[src/verilog/rcp_regs.vh]
`ifndef RCP_REGS_VH
`define RCP_REGS_VH
// ==========================================================
// Interface select codes, as iface_select_1, iface_select_0.
`define RCP_IF_SPI        2'b00
`define RCP_IF_UART       2'b01
`define RCP_IF_I2C        2'b10
`define RCP_IF_STANDALONE 2'b11
// ==========================================================
// Sound output configurations.
`define RCP_OUT_SPEAKER   2'b00
`define RCP_OUT_BUZZ2     2'b01
`define RCP_OUT_BUZZ4     2'b10
// ==========================================================
// Timing figures, in nanoseconds, and the clock period.
`define RCP_CLK_PERIOD_NS 100
`define RCP_RST_MIN_NS    1000
`define RCP_PROBE_NS      2000
// ==========================================================
// Sleep control pattern tracker states.
`define RCP_SLP_HIGH      2'b00
`define RCP_SLP_LOW       2'b01
`define RCP_SLP_ARMED     2'b10
// ==========================================================
// Idle level of each synchroniser bit, in the order of the raw input word.
`define RCP_SYNC_IDLE     16'h801c
`endif

[src/verilog/rcp_top.v]
`timescale 1ns/10ps
`include "rcp_regs.vh"
module rcp_top #(
	parameter RST_MIN_CYC = (`RCP_RST_MIN_NS + `RCP_CLK_PERIOD_NS - 1) / `RCP_CLK_PERIOD_NS,
	parameter PROBE_CYC   = `RCP_PROBE_NS / `RCP_CLK_PERIOD_NS,
	parameter CNT_W       = 8
) (
	input  wire       clk_i,
	input  wire       rst_i,
	input  wire       reset_n_i,
	input  wire       por_hold_i,
	input  wire       bor_low_i,
	input  wire       resonator_select_i,
	input  wire [1:0] iface_select_i,
	input  wire       host_reset_cmd_i,
	input  wire       host_reset_forced_i,
	input  wire       sound_output_setup_request_i,
	input  wire [1:0] sound_out_cfg_i,
	input  wire       param_amp_enable_i,
	input  wire       activity_i,
	input  wire       fault_a_set_i,
	input  wire       fault_b_set_i,
	input  wire       flash_answer_i,
	input  wire       sleep_ctrl_i,
	input  wire       record_hold_n_i,
	input  wire       control_any_n_i,
	output reg        sys_reset_o,
	output reg        busy_o,
	output reg        amp_enable_out_o,
	output reg        amp_enable_out_oe_o,
	output reg        ext_flash_pins_oe_o,
	output reg        probe_active_o,
	output reg        clk_from_resonator_o,
	output reg        resonator_pins_en_o,
	output reg        fault_channel_a_o,
	output reg        fault_channel_b_o,
	output reg        error_o,
	output reg        recording_o,
	output reg        sleep_o,
	output reg        deep_sleep_o,
	output reg        speaker_oe_o,
	output reg        bz_pair1_oe_o,
	output reg        bz_pos_2_oe_o,
	output reg        bz_neg_2_oe_o,
	output reg  [1:0] iface_mode_o
);
	// ==========================================================
	// Input synchronisers: two flops on every pin input.
	// Activity and fault strobes come from logic on this clock and skip them.
	localparam SYNC_W = 16;
	wire [SYNC_W-1:0] raw_in;
	reg  [SYNC_W-1:0] sync_a;
	reg  [SYNC_W-1:0] sync_b;
	assign raw_in = {reset_n_i, por_hold_i, bor_low_i, resonator_select_i, iface_select_i,
		host_reset_cmd_i, host_reset_forced_i, sound_output_setup_request_i,
		param_amp_enable_i, flash_answer_i, sleep_ctrl_i, record_hold_n_i,
		control_any_n_i, sound_out_cfg_i};

	// Both stages load the idle level of each pin on reset, so releasing reset
	// shows no false command edge and no false supply fault to the logic.
	// Only stage two is read; stage one may go metastable.
	always @(posedge clk_i) begin
		if (rst_i) begin
			sync_a <= `RCP_SYNC_IDLE;
			sync_b <= `RCP_SYNC_IDLE;
		end else begin
			sync_a <= raw_in;
			sync_b <= sync_a;
		end
	end

	wire       s_reset_n   = sync_b[15];
	wire       s_por       = sync_b[14];
	wire       s_bor       = sync_b[13];
	wire       s_res_sel   = sync_b[12];
	wire [1:0] s_iface     = sync_b[11:10];
	wire       s_cmd       = sync_b[9];
	wire       s_forced    = sync_b[8];
	wire       s_setup_req = sync_b[7];
	wire       s_param_amp = sync_b[6];
	wire       s_answer    = sync_b[5];
	wire       s_sleep     = sync_b[4];
	wire       s_rec_n     = sync_b[3];
	wire       s_ctrl_n    = sync_b[2];
	wire [1:0] s_outcfg    = sync_b[1:0];

	// ==========================================================
	// Reset pin filter and host command edge detect.
	reg [CNT_W-1:0] low_cnt;
	reg             cmd_d;
	wire            cmd_edge = s_cmd & ~cmd_d;
	wire            pin_reset = (low_cnt >= RST_MIN_CYC[CNT_W-1:0]);
	wire            standalone = (s_iface == `RCP_IF_STANDALONE);
	wire            forced_rst = cmd_edge & s_forced & ~standalone;
	wire            next_reset = pin_reset | s_por | s_bor | forced_rst;

	// Count low time of the reset pin; short pulses never reach the limit.
	// The count stops at the limit, so a pin held low keeps reset asserted.
	// Host commands act only on the rising edge of the synchronised command.
	always @(posedge clk_i) begin
		if (rst_i) begin
			low_cnt <= {CNT_W{1'b0}};
			cmd_d   <= 1'b0;
		end else begin
			cmd_d <= s_cmd;
			if (s_reset_n)
				low_cnt <= {CNT_W{1'b0}};
			else if (!pin_reset)
				low_cnt <= low_cnt + {{(CNT_W-1){1'b0}}, 1'b1};
		end
	end

	// Internal reset is registered so it releases on a clock edge.
	// Supply holds act as levels; the forced command is a one-cycle pulse,
	// which is enough because every flop past the synchronisers and reset filter resets from srst.
	always @(posedge clk_i) begin
		if (rst_i)
			sys_reset_o <= 1'b1;
		else
			sys_reset_o <= next_reset;
	end

	// Block-wide reset: the external reset or any internal reset cause.
	wire srst = rst_i | sys_reset_o;

	// ==========================================================
	// Flash probe after reset release.
	reg [CNT_W-1:0] probe_cnt;
	reg             probe_done;

	// The probe window opens at release; an answer keeps pins driven.
	// An answer that comes after the window has closed is ignored until the
	// next reset, so the flash pin state never changes once decided.
	// CNT_W must hold PROBE_CYC as well as the reset pin limit.
	always @(posedge clk_i) begin
		if (srst) begin
			probe_cnt           <= {CNT_W{1'b0}};
			probe_done          <= 1'b0;
			probe_active_o      <= 1'b1;
			ext_flash_pins_oe_o <= 1'b0;
		end else if (!probe_done) begin
			if (s_answer) begin
				probe_done          <= 1'b1;
				probe_active_o      <= 1'b0;
				ext_flash_pins_oe_o <= 1'b1;
			end else if (probe_cnt >= PROBE_CYC[CNT_W-1:0]) begin
				probe_done          <= 1'b1;
				probe_active_o      <= 1'b0;
				ext_flash_pins_oe_o <= 1'b0;
			end else begin
				probe_cnt <= probe_cnt + {{(CNT_W-1){1'b0}}, 1'b1};
			end
		end
	end

	// ==========================================================
	// Errors: set wins over a non-fatal clear in the same cycle.
	wire nf_clear = cmd_edge & ~s_forced & ~standalone;

	// Each channel keeps its flag until a non-fatal clear or any reset.
	// The error output is loaded with the next value of the channel flags,
	// so it always equals their OR without a cycle of lag.
	always @(posedge clk_i) begin
		if (srst) begin
			fault_channel_a_o <= 1'b0;
			fault_channel_b_o <= 1'b0;
			error_o           <= 1'b0;
		end else begin
			fault_channel_a_o <= fault_a_set_i | (fault_channel_a_o & ~nf_clear);
			fault_channel_b_o <= fault_b_set_i | (fault_channel_b_o & ~nf_clear);
			error_o <= fault_a_set_i | fault_b_set_i |
				((fault_channel_a_o | fault_channel_b_o) & ~nf_clear);
		end
	end

	// ==========================================================
	// Amplifier enable: driven with the activity level once released from high impedance.
	// Once driven, the pin stays driven until the next reset; its level follows
	// activity so an external amplifier only powers up while sound is made.
	always @(posedge clk_i) begin
		if (srst) begin
			amp_enable_out_oe_o <= 1'b0;
			amp_enable_out_o    <= 1'b0;
		end else begin
			if (!standalone && s_setup_req)
				amp_enable_out_oe_o <= 1'b1;
			else if (standalone && s_param_amp)
				amp_enable_out_oe_o <= 1'b1;
			amp_enable_out_o <= amp_enable_out_oe_o & activity_i;
		end
	end

	// ==========================================================
	// Sleep pattern tracker and deep sleep wake in standalone mode.
	reg [1:0] slp_state;
	reg [1:0] next_slp_state;
	reg       next_sleep;

	// Watch for high, low, high on the sleep control input.
	// Only a full sequence counts; the input is already two flops deep here,
	// so a slow edge cannot be seen twice.
	always @* begin
		next_slp_state = slp_state;
		next_sleep     = 1'b0;
		case (slp_state)
			`RCP_SLP_HIGH:  if (!s_sleep) next_slp_state = `RCP_SLP_LOW;
			`RCP_SLP_LOW:   if (s_sleep) begin
				next_slp_state = `RCP_SLP_HIGH;
				next_sleep     = 1'b1;
			end
			default:        next_slp_state = `RCP_SLP_HIGH;
		endcase
	end

	// Leaving standalone mode cancels sleep and restarts the pattern tracker.
	// Deep sleep follows sleep once no control or record input is active.
	always @(posedge clk_i) begin
		if (srst) begin
			slp_state    <= `RCP_SLP_HIGH;
			sleep_o      <= 1'b0;
			deep_sleep_o <= 1'b0;
		end else if (!standalone) begin
			slp_state    <= `RCP_SLP_HIGH;
			sleep_o      <= 1'b0;
			deep_sleep_o <= 1'b0;
		end else begin
			slp_state <= next_slp_state;
			if (next_sleep && !sleep_o)
				sleep_o <= 1'b1;
			else if (!s_ctrl_n || !s_rec_n)
				sleep_o <= 1'b0;
			deep_sleep_o <= sleep_o & s_ctrl_n & s_rec_n;
		end
	end

	// ==========================================================
	// Mode decode, recording and busy status.
	// Busy also covers the flash probe, so a host that polls it after reset
	// waits for the probe to settle before it sends anything.
	always @(posedge clk_i) begin
		if (srst) begin
			iface_mode_o <= `RCP_IF_SPI;
			recording_o  <= 1'b0;
			busy_o       <= 1'b1;
		end else begin
			iface_mode_o <= s_iface;
			recording_o  <= standalone & ~s_rec_n;
			busy_o       <= activity_i | probe_active_o | recording_o;
		end
	end

	// ==========================================================
	// Clock source choice and resonator pin enables.
	// The clock itself is switched outside this block; only the choice is kept.
	always @(posedge clk_i) begin
		if (srst) begin
			clk_from_resonator_o <= 1'b0;
			resonator_pins_en_o  <= 1'b0;
		end else begin
			clk_from_resonator_o <= s_res_sel;
			resonator_pins_en_o  <= s_res_sel;
		end
	end

	// ==========================================================
	// Sound output pin enables.
	// An unused configuration code leaves every sound pin undriven.
	always @(posedge clk_i) begin
		if (srst) begin
			speaker_oe_o  <= 1'b0;
			bz_pair1_oe_o <= 1'b0;
			bz_pos_2_oe_o <= 1'b0;
			bz_neg_2_oe_o <= 1'b0;
		end else begin
			speaker_oe_o  <= (s_outcfg == `RCP_OUT_SPEAKER);
			bz_pair1_oe_o <= (s_outcfg == `RCP_OUT_BUZZ2) |
				(s_outcfg == `RCP_OUT_BUZZ4);
			bz_pos_2_oe_o <= (s_outcfg == `RCP_OUT_BUZZ4);
			bz_neg_2_oe_o <= (s_outcfg == `RCP_OUT_BUZZ4);
		end
	end
endmodule // rcp_top

[config.mk]
export PLATFORM = sky130hd
export DESIGN_NAME = rcp_top
export DESIGN_NICKNAME = d
export VERILOG_FILES = /design/src/verilog/rcp_top.v
export VERILOG_INCLUDE_DIRS = /design/src /design/src/verilog
export SDC_FILE = /design/constraint.sdc
export NUM_CORES = 1
export LEC_CHECK = 0
export BUFFER_PORTS_ARGS = -buffer_cell sky130_fd_sc_hd__buf_2
export CORE_UTILIZATION = 40
export CTS_CLUSTER_SIZE = 12
export DETAILED_ROUTE_END_ITERATION = 10
export PLACE_DENSITY = 0.59
export REMOVE_ABC_BUFFERS = 1
export SYNTH_ARGS = -nofsm -noshare
export SYNTH_HDL_FRONTEND = slang
export SYNTH_SLANG_ARGS = --single-unit
[constraint.sdc]
create_clock -name clk_i -period 3.8 [get_ports clk_i]
set_input_delay 0.38 -clock clk_i [delete_from_list [all_inputs] [get_ports clk_i]]
set_output_delay 0.38 -clock clk_i [all_outputs]
set_load 0.02 [all_outputs]
==> results.cfg <==
[grt]
grt_first_pass_wirelength_mm = 6.01
grt_overflow = 0
grt_pass1_vias = 1340
grt_use_total_pct = 13.4
antenna_found_initial = 0
grt_max_degree = 41

[cts]
cts_setup_buffers = 0
clock_path_buffers = 2
clk_latency_ns = 0.33
ctsResizeCount = 0
cts_made_buffers = 9
cts_tree = yes
clk_pin_slew_ns = 0.07
clockRootBuffer = clkbuf_8
cts_hold_buf = 0
cts_max_level = 3
numClockSinks = 69

[logic_synthesis]
synth_top_area_share_pct = 60.8
synth-compound-area-share_pct = 8.59
ys.warnings.count = 0
yosys.area_share.simple_pct = 22.2
synthXorXnorAreaFrac_pct = 0.385
ys_seq_elements = 69
yosysSeqAreaShare_pct = 60.8
synth_top_family_by_area = simple AND/OR/NAND/NOR gates
ys_top_cells_by_area = dfxtp_1, nor2b_1, ha_1
synth.area.mux_share_pct = 0.881
synthAdderAreaFrac_pct = 3.85
syn_area_mm2 = 0.00227
avgSynthCellArea_um2 = 10.8
synth_largest_area_cell = dfxtp_1
synth_cells = 211
synth_cell_types = 35

[worst_setup_path]
end_kind = flip-flop
cp.arrival_ns = 1.86
crit_type = reg2reg
crit_fanout = 4
worstPathRequired_ns = 4.07
r2r.worst_path.cells = 3
cp-start-kind = flip-flop

[pwr]
clockPowerShare_pct = 48.6
pwr-share-seq_pct = 47.8
combPwrFrac_pct = 3.6
p_switching_mw = 0.302
powerDensity_mw_per_mm2 = 566
switching_share_pct = 19.2
p_int_mw = 1.27
totalPowerFinal_mw = 1.58
vdd_drop_max_mv = 0.324
p_leak_nw = 1.20

[floorplanning]
io_pins = 41
dieWidth_um = 77.4
die_h_um = 77.4
dieArea_mm2 = 0.00599
core_area_mm2 = 0.00551
placementRows = 27
initial_core_util_pct = 41.3

[worst_hold_path]
min_path_type = in2reg
hold-path-cell-count = 2

[routing]
antenna_left = 0
via_per_inst = 4.47
drt_first_iter_violations = 80
first_pass_iters = 4
routed_wl_mm = 3.54
drc = 0
vias = 1475
wl_per_cell_um = 10.7

[finish]
nets = 281
syn2layout_area_growth_pct = 22.5
antenna_cells = 0
post-route-util_pct = 50.6
stdcell_count = 330
drive_gt1_share_pct = 26.0

[timing]
worstMarginPinSlew_ns = 0.846
tns_ns = 0
fin_crit_sh_pct = 41.9
slew_violations = 0
max_clock_freq_ghz = 0.628
max_slew_margin_pct = 43.1
finalSetupViolations = 0
final.setup.worst_slack_ns = 2.21
hold_viol = 0
fin_skew_ns = 0.00613
finalCriticalPeriod_ns = 1.59
rsz0062_at_grt = false

[run]
maxCapViolations = 0

[placement]
portBuffers = 40
place.gp.congestion = 0.726
dp_cells = 314
place_ws_ns = 1.93
dpl.hpwl_mm = 2.37

[outcome]
status = finished, final reports clean
area by class of cell:
class | count | area, µm²
clock buffers | 10 | 128
well taps | 72 | 90.1
inverters | 9 | 33.8
flip-flops and latches | 69 | 1380
repair buffers | 40 | 200
clock inverters | 6 | 135
multi-input cells | 124 | 817
fillers | 500 | 2720
synth_stat cells (all sizes together):
| library cell | count |
|---|---|
| dfxtp | 69 |
| or3b | 1 |
| o21ai | 6 |
| nand4b | 1 |
| mux2i | 2 |
| nand3 | 5 |
| a41oi | 2 |
| o31a | 1 |
| and3 | 1 |
| o21a | 1 |
| buf | 2 |
| nand4 | 3 |
| a21oi | 7 |
| nor2 | 7 |
| or4 | 4 |
| a211oi | 1 |
| and2 | 14 |
| o31ai | 6 |
| clkbuf | 7 |
| a31oi | 2 |
| nor4 | 2 |
| nor3 | 2 |
| a21boi | 3 |
| o32ai | 1 |
| xor2 | 1 |
| nand2b | 2 |
| or2 | 9 |
| nor2b | 26 |
| ha | 7 |
| nand3b | 1 |
| nand2 | 4 |
| or3 | 2 |
| inv | 9 |
worst paths after layout:
kind                                    end  slack, ns                      start
setup reg to reg  probe_cnt[3]$_SDFFE_PP0P_       2.21  probe_cnt[7]$_SDFFE_PP0P_
setup / recovery  probe_cnt[3]$_SDFFE_PP0P_       2.21  probe_cnt[7]$_SDFFE_PP0P_
hold reg to reg       sync_b[15]$_SDFF_PP1_       0.41      sync_a[15]$_SDFF_PP1_
hold / removal         sync_a[2]$_SDFF_PP1_       0.22            control_any_n_i
critical path: stages, from the launching register on:
cell	delay [ns]
dfxtp_1	0.33
or4_4	0.57
or4_1	0.48
a21oi_1	0.15
state kept, by name, summed over array words and instances, names as in the netlist, 2 cells and up:
name	count
iface_mode_o	2
probe_cnt	8
low_cnt	8
sync_a	16
sync_b	16
power groups by stage:
stage / sequential [mW] / combinational [mW] / clock (mW)
floorplan: 0.775 / 0.0273 / 0
global placement: 0.770 / 0.0574 / 0
detailed placement: 0.770 / 0.0582 / 0
CTS: 0.754 / 0.0584 / 0.787
global route: 0.756 / 0.0652 / 0.822
finish: 0.754 / 0.0573 / 0.766
through the flow:
stage	area [µm²]	hold WS, ns
6_report	2790	0.223
5_1_grt	2790	0.203
4_1_cts	2790	0.202
3_5_place_dp	2520	0.395
3_3_place_gp	2520	0.391
2_1_floorplan	2230	0.389
per-layer routing:
layer / vias to the layer above / global-route usage [%] / part of all wire [%]
li1: 788 / - / -
met1: 652 / 16.5 / 48
met2: 30 / 20.1 / 46
met3: 5 / 4.35 / 3.8
met4: 0 / 8.49 / 1.3
met5: - / 0 / 0
cell usage in the layout (no fill, tap or decap), types with 4 or more instances in the layout:
| cell type | instances |
|---|---|
| a21oi_1 | 7 |
| dfxtp_1 | 69 |
| inv_1 | 9 |
| clkbuf_8 | 9 |
| o21ai_0 | 6 |
| nor2_1 | 7 |
| nand3_1 | 5 |
| nand2_1 | 4 |
| and2_1 | 13 |
| buf_2 | 40 |
| or2_2 | 9 |
| nor2b_1 | 26 |
| o31ai_1 | 6 |
| bufinv_16 | 4 |
| ha_1 | 7 |
logic make-up (layout without fill, tap and decap cells):
logic type / Yosys count / after routing
AND/OR/NAND/NOR: 84 / 84
flip-flops: 69 / 69
AO/OA/AOI/OAI: 30 / 30
buffers and inverters: 18 / 65
adder cells (fa/ha/maj): 7 / 7
multiplexers: 2 / 2
XOR/XNOR: 1 / 1
No activity file was read; power rests on OpenSTA's default activity.
